===== src/trace_sync_pkg.sv =====
package trace_sync_pkg;
   localparam int ADDR_W = 8;
   localparam int CNT_W = 6;
   localparam logic [ADDR_W-1:0] OFS_CTRL = 8'h00;
   localparam logic [ADDR_W-1:0] OFS_STATUS = 8'h04;
   localparam logic [ADDR_W-1:0] OFS_BUF_PTR = 8'h08;
   localparam logic [ADDR_W-1:0] OFS_BUF_STAT = 8'h0c;
   localparam int CTRL_EN_BIT = 0;
   localparam int CTRL_FLT_LSB = 1;
   localparam int BSTAT_ABORT_BIT = 0;
   localparam logic [31:0] CTRL_RST = 32'h0000_0000;
   localparam logic [31:0] PTR_RST = 32'h0000_0000;
   localparam logic [1:0] RESP_OKAY = 2'h0;
   localparam logic [1:0] RESP_SLVERR = 2'h2;
   localparam logic [1:0] EL_USER = 2'h0;
   localparam logic [1:0] EL_KERNEL = 2'h1;
   localparam logic [1:0] EL_HYP = 2'h2;

   typedef enum logic [1:0] {
      ST_IDLE = 2'b00,
      ST_TSB = 2'b01,
      ST_DSB = 2'b11
   } bar_state_t;

   // Filter bits: kernel, user, hyp, hosted user
   typedef struct packed {
      logic hosted_user_trace_enable;
      logic hyp_trace_enable;
      logic user_trace_enable;
      logic kernel_trace_enable;
   } filter_t;

   typedef struct packed {
      logic awvalid;
      logic [ADDR_W-1:0] awaddr;
      logic wvalid;
      logic [31:0] wdata;
      logic [3:0] wstrb;
      logic bready;
      logic arvalid;
      logic [ADDR_W-1:0] araddr;
      logic rready;
   } axil_req_t;

   typedef struct packed {
      logic awready;
      logic wready;
      logic bvalid;
      logic [1:0] bresp;
      logic arready;
      logic rvalid;
      logic [31:0] rdata;
      logic [1:0] rresp;
   } axil_rsp_t;

   typedef struct packed {
      logic context_sync_event;
      logic cse_prohibited;
      logic trace_sync_barrier;
      logic data_sync_barrier;
      logic filter_adopt;
      logic [1:0] el;
      logic host;
      logic core_mem_idle;
   } pipe_ev_t;

   typedef struct packed {
      logic res_req;
      logic spec_req;
      logic op_done;
      logic mem_issue;
      logic mem_done;
      logic ptr_wr;
      logic [31:0] ptr_val;
      logic abort;
      logic wr_done;
   } trace_ev_t;

   typedef struct packed {
      logic res_grant;
      logic spec_grant;
      logic paused;
      logic mem_go;
      logic tsb_done;
      logic sync_event;
      logic dsb_done;
      filter_t filter_live;
   } ctl_out_t;
endpackage


===== src/pending_counter.sv =====
`timescale 1ns/100ps
module pending_counter
   import trace_sync_pkg::*;
#(
   parameter int W = CNT_W
)
(
   input wire logic aclk,
   input wire logic aresetn,
   input wire logic inc,
   input wire logic dec,
   output logic idle
);
   logic [W-1:0] cnt_r;

   // Saturates both ways so a stray completion cannot wrap the count
   always_ff @(posedge aclk)
   begin
      if (!aresetn)
         cnt_r <= '0;
      else if (inc && !dec && cnt_r != '1)
         cnt_r <= cnt_r + W'(1);
      else if (dec && !inc && cnt_r != '0)
         cnt_r <= cnt_r - W'(1);
   end

   always_ff @(posedge aclk)
   begin
      if (!aresetn)
         idle <= 1'b1;
      else if (inc && !dec)
         idle <= 1'b0;
      else if (dec && !inc)
         idle <= (cnt_r <= W'(1));
   end
endmodule


===== src/axil_slave.sv =====
`timescale 1ns/100ps
module axil_slave
   import trace_sync_pkg::*;
(
   input wire logic aclk,
   input wire logic aresetn,
   input wire axil_req_t req,
   output axil_rsp_t rsp,
   input wire logic wr_hold,
   input wire logic wr_err,
   input wire logic rd_err,
   input wire logic [31:0] rd_data,
   output logic wr_en,
   output logic [ADDR_W-1:0] wr_addr,
   output logic [31:0] wr_data,
   output logic [3:0] wr_strb,
   output logic rd_en,
   output logic [ADDR_W-1:0] rd_addr
);
   logic aw_full_r;
   logic w_full_r;
   logic ar_full_r;

   assign wr_en = aw_full_r && w_full_r && !rsp.bvalid && !wr_hold;
   assign rd_en = ar_full_r && !rsp.rvalid;

   always_ff @(posedge aclk)
   begin
      if (!aresetn)
      begin
         aw_full_r <= 1'b0;
         w_full_r <= 1'b0;
         rsp.awready <= 1'b1;
         rsp.wready <= 1'b1;
         rsp.bvalid <= 1'b0;
         rsp.bresp <= RESP_OKAY;
         wr_addr <= '0;
         wr_data <= '0;
         wr_strb <= '0;
      end
      else
      begin
         if (req.awvalid && rsp.awready)
         begin
            aw_full_r <= 1'b1;
            rsp.awready <= 1'b0;
            wr_addr <= req.awaddr;
         end
         if (req.wvalid && rsp.wready)
         begin
            w_full_r <= 1'b1;
            rsp.wready <= 1'b0;
            wr_data <= req.wdata;
            wr_strb <= req.wstrb;
         end
         if (wr_en)
         begin
            rsp.bvalid <= 1'b1;
            rsp.bresp <= wr_err ? RESP_SLVERR : RESP_OKAY;
         end
         // Channels reopen only once the response is taken: one write at a time
         if (rsp.bvalid && req.bready)
         begin
            rsp.bvalid <= 1'b0;
            aw_full_r <= 1'b0;
            w_full_r <= 1'b0;
            rsp.awready <= 1'b1;
            rsp.wready <= 1'b1;
         end
      end
   end

   always_ff @(posedge aclk)
   begin
      if (!aresetn)
      begin
         ar_full_r <= 1'b0;
         rsp.arready <= 1'b1;
         rsp.rvalid <= 1'b0;
         rsp.rdata <= '0;
         rsp.rresp <= RESP_OKAY;
         rd_addr <= '0;
      end
      else
      begin
         if (req.arvalid && rsp.arready)
         begin
            ar_full_r <= 1'b1;
            rsp.arready <= 1'b0;
            rd_addr <= req.araddr;
         end
         if (rd_en)
         begin
            rsp.rvalid <= 1'b1;
            rsp.rdata <= rd_data;
            rsp.rresp <= rd_err ? RESP_SLVERR : RESP_OKAY;
         end
         if (rsp.rvalid && req.rready)
         begin
            rsp.rvalid <= 1'b0;
            ar_full_r <= 1'b0;
            rsp.arready <= 1'b1;
         end
      end
   end
endmodule


===== src/trace_sync_ordering.sv =====
// Design decisions made here: the address map and the AXI4-Lite interface to the registers.
`timescale 1ns/100ps
module trace_sync_ordering
   import trace_sync_pkg::*;
(
   input wire logic aclk,
   input wire logic aresetn,
   input wire axil_req_t axil_req,
   output axil_rsp_t axil_rsp,
   input wire pipe_ev_t pipe,
   input wire trace_ev_t trc,
   output ctl_out_t ctl
);
   function automatic logic el_traced(input filter_t f, input logic [1:0] el, input logic host);
      logic r;
      r = 1'b0;
      if (el == EL_USER)
         r = host ? f.hosted_user_trace_enable : f.user_trace_enable;
      else if (el == EL_KERNEL)
         r = f.kernel_trace_enable;
      else if (el == EL_HYP)
         r = f.hyp_trace_enable;
      return r;
   endfunction

   bar_state_t state_r;
   bar_state_t state_nxt;
   logic enable_r;
   filter_t filter_sw_r;
   logic prohibited_r;
   logic blocked_r;
   logic tsb_prohib_r;
   logic ptr_dirty_r;
   logic ptr_stage_v_r;
   logic [31:0] ptr_stage_r;
   logic [31:0] ptr_live_r;
   logic [31:0] ptr_vis_r;
   logic abort_pend_r;
   logic abort_flag_r;
   logic ops_idle;
   logic mem_idle;
   logic wr_en;
   logic [ADDR_W-1:0] wr_addr;
   logic [31:0] wr_data;
   logic [3:0] wr_strb;
   logic [ADDR_W-1:0] rd_addr;
   logic [31:0] rd_data;
   logic wr_err;
   logic rd_err;
   logic wr_hold;
   logic tsb_fin;
   logic dsb_fin;
   logic quiet;
   logic traced_el;

   assign quiet = ctl.paused || blocked_r;
   assign traced_el = el_traced(ctl.filter_live, pipe.el, pipe.host);
   // Direct writes issued behind a trace barrier are held on the bus until it finishes
   assign wr_hold = (state_r == ST_TSB);
   assign wr_err = !(wr_addr == OFS_CTRL || wr_addr == OFS_BUF_PTR || wr_addr == OFS_BUF_STAT);
   assign rd_err = !(rd_addr == OFS_CTRL || rd_addr == OFS_STATUS
                     || rd_addr == OFS_BUF_PTR || rd_addr == OFS_BUF_STAT);

   axil_slave u_bus
   (
      .aclk(aclk),
      .aresetn(aresetn),
      .req(axil_req),
      .rsp(axil_rsp),
      .wr_hold(wr_hold),
      .wr_err(wr_err),
      .rd_err(rd_err),
      .rd_data(rd_data),
      .wr_en(wr_en),
      .wr_addr(wr_addr),
      .wr_data(wr_data),
      .wr_strb(wr_strb),
      .rd_en(),
      .rd_addr(rd_addr)
   );

   pending_counter #(.W(CNT_W)) u_ops
   (
      .aclk(aclk),
      .aresetn(aresetn),
      .inc(ctl.res_grant || ctl.spec_grant),
      .dec(trc.op_done),
      .idle(ops_idle)
   );

   pending_counter #(.W(CNT_W)) u_mem
   (
      .aclk(aclk),
      .aresetn(aresetn),
      .inc(trc.mem_issue),
      .dec(trc.mem_done),
      .idle(mem_idle)
   );

   always_comb
   begin
      rd_data = 32'h0000_0000;
      unique case (rd_addr)
         OFS_CTRL:
            rd_data = {27'h000_0000, filter_sw_r, enable_r};
         OFS_STATUS:
            rd_data = {23'h00_0000, abort_pend_r, mem_idle, ops_idle, tsb_prohib_r,
                       prohibited_r, blocked_r, ctl.paused, state_r};
         OFS_BUF_PTR:
            rd_data = ptr_vis_r;
         OFS_BUF_STAT:
            rd_data = {31'h0000_0000, abort_flag_r};
         default:
            rd_data = 32'h0000_0000;
      endcase
   end

   // Control register: unit enable and software copy of the filter bits
   always_ff @(posedge aclk)
   begin
      if (!aresetn)
      begin
         enable_r <= CTRL_RST[CTRL_EN_BIT];
         filter_sw_r <= CTRL_RST[CTRL_FLT_LSB +: 4];
      end
      else if (wr_en && wr_addr == OFS_CTRL && wr_strb[0])
      begin
         enable_r <= wr_data[CTRL_EN_BIT];
         filter_sw_r <= wr_data[CTRL_FLT_LSB +: 4];
      end
   end

   // Live filter only moves forward to the new value, never back, so a
   // mid-stream switch is clean for every instruction that follows
   always_ff @(posedge aclk)
   begin
      if (!aresetn)
         ctl.filter_live <= CTRL_RST[CTRL_FLT_LSB +: 4];
      else if (pipe.context_sync_event || pipe.filter_adopt)
         ctl.filter_live <= filter_sw_r;
   end

   // Region tracking and pausing of the trace resources
   always_ff @(posedge aclk)
   begin
      if (!aresetn)
      begin
         prohibited_r <= 1'b0;
         ctl.paused <= 1'b0;
      end
      else if (pipe.context_sync_event)
      begin
         prohibited_r <= pipe.cse_prohibited;
         // Pause takes effect at the event itself, so no resource operation
         // can slip in after a switch to prohibited, and none resumes early
         ctl.paused <= enable_r && pipe.cse_prohibited;
      end
   end

   // Enabling while prohibited leaves the unit silent until an allowed region
   always_ff @(posedge aclk)
   begin
      if (!aresetn)
         blocked_r <= 1'b0;
      else if (pipe.context_sync_event && !pipe.cse_prohibited)
         blocked_r <= 1'b0;
      else if (wr_en && wr_addr == OFS_CTRL && wr_strb[0] && wr_data[CTRL_EN_BIT]
               && !enable_r && prohibited_r)
         blocked_r <= 1'b1;
   end

   // Grants; new operations are also held off during a barrier so the
   // barrier closes on a fixed set and cannot be starved by a stream
   always_ff @(posedge aclk)
   begin
      if (!aresetn)
      begin
         ctl.res_grant <= 1'b0;
         ctl.spec_grant <= 1'b0;
      end
      else
      begin
         ctl.res_grant <= trc.res_req && enable_r && !quiet && !prohibited_r
                          && traced_el && state_r == ST_IDLE;
         ctl.spec_grant <= trc.spec_req && enable_r && !blocked_r && !prohibited_r
                           && traced_el && state_r == ST_IDLE;
      end
   end

   // Barrier sequencer
   always_comb
   begin
      state_nxt = state_r;
      tsb_fin = 1'b0;
      dsb_fin = 1'b0;
      unique case (state_r)
         ST_IDLE:
         begin
            if (pipe.trace_sync_barrier)
               state_nxt = ST_TSB;
            else if (pipe.data_sync_barrier)
               state_nxt = ST_DSB;
         end
         ST_TSB:
         begin
            if (ops_idle && !ctl.res_grant && !ctl.spec_grant)
            begin
               tsb_fin = 1'b1;
               state_nxt = ST_IDLE;
            end
         end
         ST_DSB:
         begin
            if (pipe.core_mem_idle && (mem_idle || !tsb_prohib_r))
            begin
               dsb_fin = 1'b1;
               state_nxt = ST_IDLE;
            end
         end
         default:
            state_nxt = ST_IDLE;
      endcase
   end

   always_ff @(posedge aclk)
   begin
      if (!aresetn)
         state_r <= ST_IDLE;
      else
         state_r <= state_nxt;
   end

   always_ff @(posedge aclk)
   begin
      if (!aresetn)
      begin
         ctl.tsb_done <= 1'b0;
         ctl.sync_event <= 1'b0;
         ctl.dsb_done <= 1'b0;
      end
      else
      begin
         ctl.tsb_done <= tsb_fin;
         ctl.sync_event <= tsb_fin;
         ctl.dsb_done <= dsb_fin;
      end
   end

   // Remembers that the last trace barrier ran in a prohibited region, until a data barrier finishes
   always_ff @(posedge aclk)
   begin
      if (!aresetn)
         tsb_prohib_r <= 1'b0;
      else if (tsb_fin)
         tsb_prohib_r <= prohibited_r;
      else if (dsb_fin)
         tsb_prohib_r <= 1'b0;
   end

   // Trace memory traffic waits out a data barrier in progress
   always_ff @(posedge aclk)
   begin
      if (!aresetn)
         ctl.mem_go <= 1'b0;
      else
         ctl.mem_go <= (state_nxt != ST_DSB);
   end

   // Buffer pointer: trace-side value and software-visible value. A trace
   // write in the same cycle as a direct write is the later one and wins.
   always_ff @(posedge aclk)
   begin
      if (!aresetn)
         ptr_live_r <= PTR_RST;
      else if (trc.ptr_wr)
         ptr_live_r <= trc.ptr_val;
      else if (wr_en && wr_addr == OFS_BUF_PTR)
         ptr_live_r <= wr_data;
   end

   always_ff @(posedge aclk)
   begin
      if (!aresetn)
         ptr_dirty_r <= 1'b0;
      else if (trc.ptr_wr)
         ptr_dirty_r <= 1'b1;
      else if (tsb_fin || (wr_en && wr_addr == OFS_BUF_PTR))
         ptr_dirty_r <= 1'b0;
   end

   // Trace writes become visible to direct reads only after a barrier
   // followed by a sync event; this costs read freshness, not correctness
   always_ff @(posedge aclk)
   begin
      if (!aresetn)
      begin
         ptr_stage_v_r <= 1'b0;
         ptr_stage_r <= PTR_RST;
      end
      else if (tsb_fin && ptr_dirty_r)
      begin
         ptr_stage_v_r <= 1'b1;
         ptr_stage_r <= ptr_live_r;
      end
      else if (pipe.context_sync_event || (wr_en && wr_addr == OFS_BUF_PTR))
         ptr_stage_v_r <= 1'b0;
   end

   always_ff @(posedge aclk)
   begin
      if (!aresetn)
         ptr_vis_r <= PTR_RST;
      else if (wr_en && wr_addr == OFS_BUF_PTR)
         ptr_vis_r <= wr_data;
      else if (pipe.context_sync_event && ptr_stage_v_r)
         ptr_vis_r <= ptr_stage_r;
   end

   // Abort on a trace data write is held until that write has finished
   always_ff @(posedge aclk)
   begin
      if (!aresetn)
         abort_pend_r <= 1'b0;
      else if (trc.wr_done)
         abort_pend_r <= 1'b0;
      else if (trc.abort)
         abort_pend_r <= 1'b1;
   end

   // Hardware set beats a software clear in the same cycle
   always_ff @(posedge aclk)
   begin
      if (!aresetn)
         abort_flag_r <= 1'b0;
      else if (trc.wr_done && (abort_pend_r || trc.abort))
         abort_flag_r <= 1'b1;
      else if (wr_en && wr_addr == OFS_BUF_STAT && wr_strb[0])
         abort_flag_r <= wr_data[BSTAT_ABORT_BIT];
   end
endmodule


===== config.mk =====
export PLATFORM = sky130hd
export DESIGN_NAME = trace_sync_ordering
export DESIGN_NICKNAME = d
export VERILOG_FILES = /design/src/trace_sync_pkg.sv /design/src/pending_counter.sv /design/src/axil_slave.sv /design/src/trace_sync_ordering.sv
export SDC_FILE = /design/constraint.sdc
export NUM_CORES = 1
export LEC_CHECK = 0
export BUFFER_PORTS_ARGS = -buffer_cell sky130_fd_sc_hd__buf_2
export CAP_MARGIN = 30
export CORE_UTILIZATION = 57
export CTS_CLUSTER_DIAMETER = 40
export DETAILED_ROUTE_END_ITERATION = 10
export HOLD_SLACK_MARGIN = 0.05
export PLACE_DENSITY_LB_ADDON = 0.12
export SLEW_MARGIN = 10
export SYNTH_ARGS = -nofsm -noshare
export SYNTH_HDL_FRONTEND = slang
export SYNTH_HIERARCHICAL = 1
export SYNTH_SLANG_ARGS = --single-unit
export TNS_END_PERCENT = 20

===== constraint.sdc =====
create_clock -name aclk -period 2.2 [get_ports aclk]
set_clock_uncertainty 0.05 [all_clocks]
set_input_delay 0.44 -clock aclk [delete_from_list [all_inputs] [get_ports aclk]]
set_output_delay 0.44 -clock aclk [all_outputs]
set_load 0.1 [all_outputs]

==> run_results.csv <==
group,metric,value,unit
sta,grt_setup_unrepaired,"false",
clock_tree,cts_inserted_buffers,34,
setup_path,timing.reg2reg.setup_slack,0.16,ns
worst_hold_path,worst_hold_path_type,"input port to flop",
clock_tree,cts-resized-gates,0,
floorplanning,row_count,47,
floorplanning,area_of_the_die,0.0178,mm²
global_routing,wire_length_of_the_first_global_routing_pass,39300,µm
floorplanning,initial_core_util,59.0,%
placed_design,preCtsSetupSlack,0.145,ns
setup_path,crit_type,"flop to flop",
setup_path,crit_path_max_fanout,6,
finish,post_route_cells_drive_above_1_share,21.4,%
pwr,power_switching,2.93,mW
pwr,power_frac_seq,38.7,%
routing,drt_pass1_iterations,6,
synthesis,total_standard_cell_area_after_synthesis,0.00985,mm²
worst_hold_path,timing.hold.worst_path_depth,2,
clock_tree,cts.repair_timing.setup_buffer_count,0,
outcome,status,"finished clean",
synthesis,synth_area_per_cell,8.23,µm²
setup_path,start_kind,"flop",
routing,remaining_drcs,0,
sta,setup_viol,0,
clock_tree,clkSlewWorstSetupHoldPaths,0.06,ns
worst_hold_path,hold_start,"trc[0]",
sta,timing.final.ws_setup,0.163,ns
pwr,p_leak,4.73,nW
sta,holdWs,0.0759,ns
clock_tree,htreeDepth,2,
sta,worstMarginPinSlew,0.543,ns
global_routing,grt_start_max_net_pins,92,
floorplanning,coreArea,0.0167,mm²
routing,drtAntennaViolNets,0,
setup_path,cp_data_required_time,2.56,ns
clock_tree,cts.root.buffer_cell,"clkbuf_16",
flow_run,max_capacitance_violation_count,0,
placed_design,gp_congestion,0.815,
setup_path,critical_path_arrival,2.39,ns
routing,vias,8723,
setup_path,critical_path.reg2reg.startpoint,"state_r[0]",
pwr,power_frac_clock,49.9,%
setup_path,reg2reg_to,"blocked_r",
floorplanning,die_span_in_y,133,µm
clock_tree,insertion_delay,0.50,ns
floorplanning,die-width,133,µm
routing,wire_per_inst,15.5,µm
routing,vias_per_cell,5.58,
pwr,p_comb_share,11.4,%
finish,antennaDiodeCount,0,
sta,fin_crit_period,2.04,ns
worst_hold_path,hold_end,"abort_pend_r",
finish,final_net_count,1439,
placed_design,dpl.hpwl,15200,µm
routing,detail_route.wirelength,24200,µm
sta,finalHoldViolCount,0,
pwr,switching_share,25.1,%
sta,timing.final.max_slew_violations,0,
sta,relSlewSlack,63.8,%
pwr,vdd_drop_max,0.000562,V
global_routing,antenna_violations_before_repair,0,
clock_tree,cts_hold_repair.buffers,0,
setup_path,reg2regPathDepth,6,
placed_design,io_buffers,154,
synthesis,postSynthCellCount,1197,
sta,tns,0,ns
sta,max_clock_freq,0.491,GHz
finish,fill_cells,1343,
setup_path,critical_path.endpoint_type,"flop",
global_routing,first_global_vias,7789,
pwr,internal_power,8.73,mW
global_routing,grt_usage,27.2,%
pwr,power.density,980,mW/mm²
finish,layout-area-overhead-vs-synth,20.8,%
routing,drt-initial-drc-count,677,
clock_tree,clock_path_buffers,3,
floorplanning,io_pins,160,
clock_tree,tritoncts,"built",
global_routing,globalRouteOverflowTotal,0,
clock_tree,tritoncts_num_sinks,225,
sta,period_share,92.6,%
synthesis,synth.yosys.warnings,6,
sequential cells by signal (all words and copies together), names as in the netlist, 4 cells and up:
name	count
u_bus/wr_data	32
u_bus/rsp	39
u_bus/rd_addr	8
filter_sw_r	4
ptr_live_r	32
u_mem/cnt_r	6
ctl	10
ptr_vis_r	32
u_ops/cnt_r	6
ptr_stage_r	32
u_bus/wr_addr	8
cell type report:
class                   instances  area [µm²]  area share, %
clock buffers                  44        1000           8.40
multi-input cells             860        4760           40.0
well taps                     220         275           2.31
flip-flops and latches        225        4510           37.9
inverters                      22        87.6          0.736
repair buffers                176        1010           8.52
clock inverters                15         254           2.13
per-stage QoR:
step	cells	util, %	cell area [µm²]	power [mW]
2_1_floorplan	1198	-	9860	5.56
5_1_grt	1562	71.2	11900	12.1
3_5_place_dp	1503	63.7	10600	5.90
3_3_place_gp	1503	63.7	10600	5.86
6_report	1562	71.2	11900	11.7
4_1_cts	1562	71.2	11900	11.7
layer usage:
metal  up-vias  track usage (%)  part of all wire, %
li1       4330                -                    -
met1      4043             39.8                   48
met2       312             41.1                   43
met3        38             4.57                  7.0
met4         0             7.83                  1.9
met5         -                0                    0
worst max path at each step:
| stage | to | cells after the start | from | slack, ns |
|---|---|---|---|---|
| after floorplan | u_ops/cnt_r[4] | 6 | ctl[10] | 0.05 |
| after global placement | blocked_r | 6 | state_r[0] | 0.18 |
| after detailed placement | blocked_r | 6 | state_r[0] | 0.14 |
| after CTS | blocked_r | 6 | state_r[0] | 0.12 |
| after global routing | blocked_r | 6 | state_r[0] | 0.06 |
| final | blocked_r | 6 | state_r[0] | 0.16 |
placed cells by master (no fill, tap or decap), types with 3 or more instances in the layout:
cell type,count
and3_1,3
buf_12,6
a21boi_2,21
buf_4,17
mux2_2,7
o211ai_1,8
a21boi_0,26
or2_2,3
a21oi_1,57
a311oi_1,25
ha_1,12
nand2_1,337
a31oi_1,36
a21boi_1,37
o21a_1,5
and2_1,27
nor4b_1,3
nand4_1,8
nor2_1,53
a22oi_1,4
inv_1,19
clkbuf_8,9
clkinv_2,3
nor2b_1,6
mux2i_1,19
nand3_1,58
buf_2,153
nand2_2,6
nor3_1,10
bufinv_16,6
nand2b_1,13
o21ai_0,48
clkinv_4,3
dfxtp_1,224
clkbuf_16,35
power by group through the flow:
stage | sequential (mW) | combinational, mW | clock [mW]
global placement | 4.58 | 1.28 | 0
finish | 4.51 | 1.33 | 5.81
floorplan | 4.61 | 0.953 | 0
CTS | 4.51 | 1.33 | 5.87
global route | 4.54 | 1.47 | 6.07
detailed placement | 4.59 | 1.31 | 0
worst max-delay path, stage by stage, from the launching register on:
cell and delay, ns:
dfxtp_1 0.31, nor2b_2 0.20, and4bb_2 0.38, nor4bb_2 0.37
nand3_1 0.16, or3_1 0.36, a21oi_1 0.14
(Power assumes the default switching activity.)
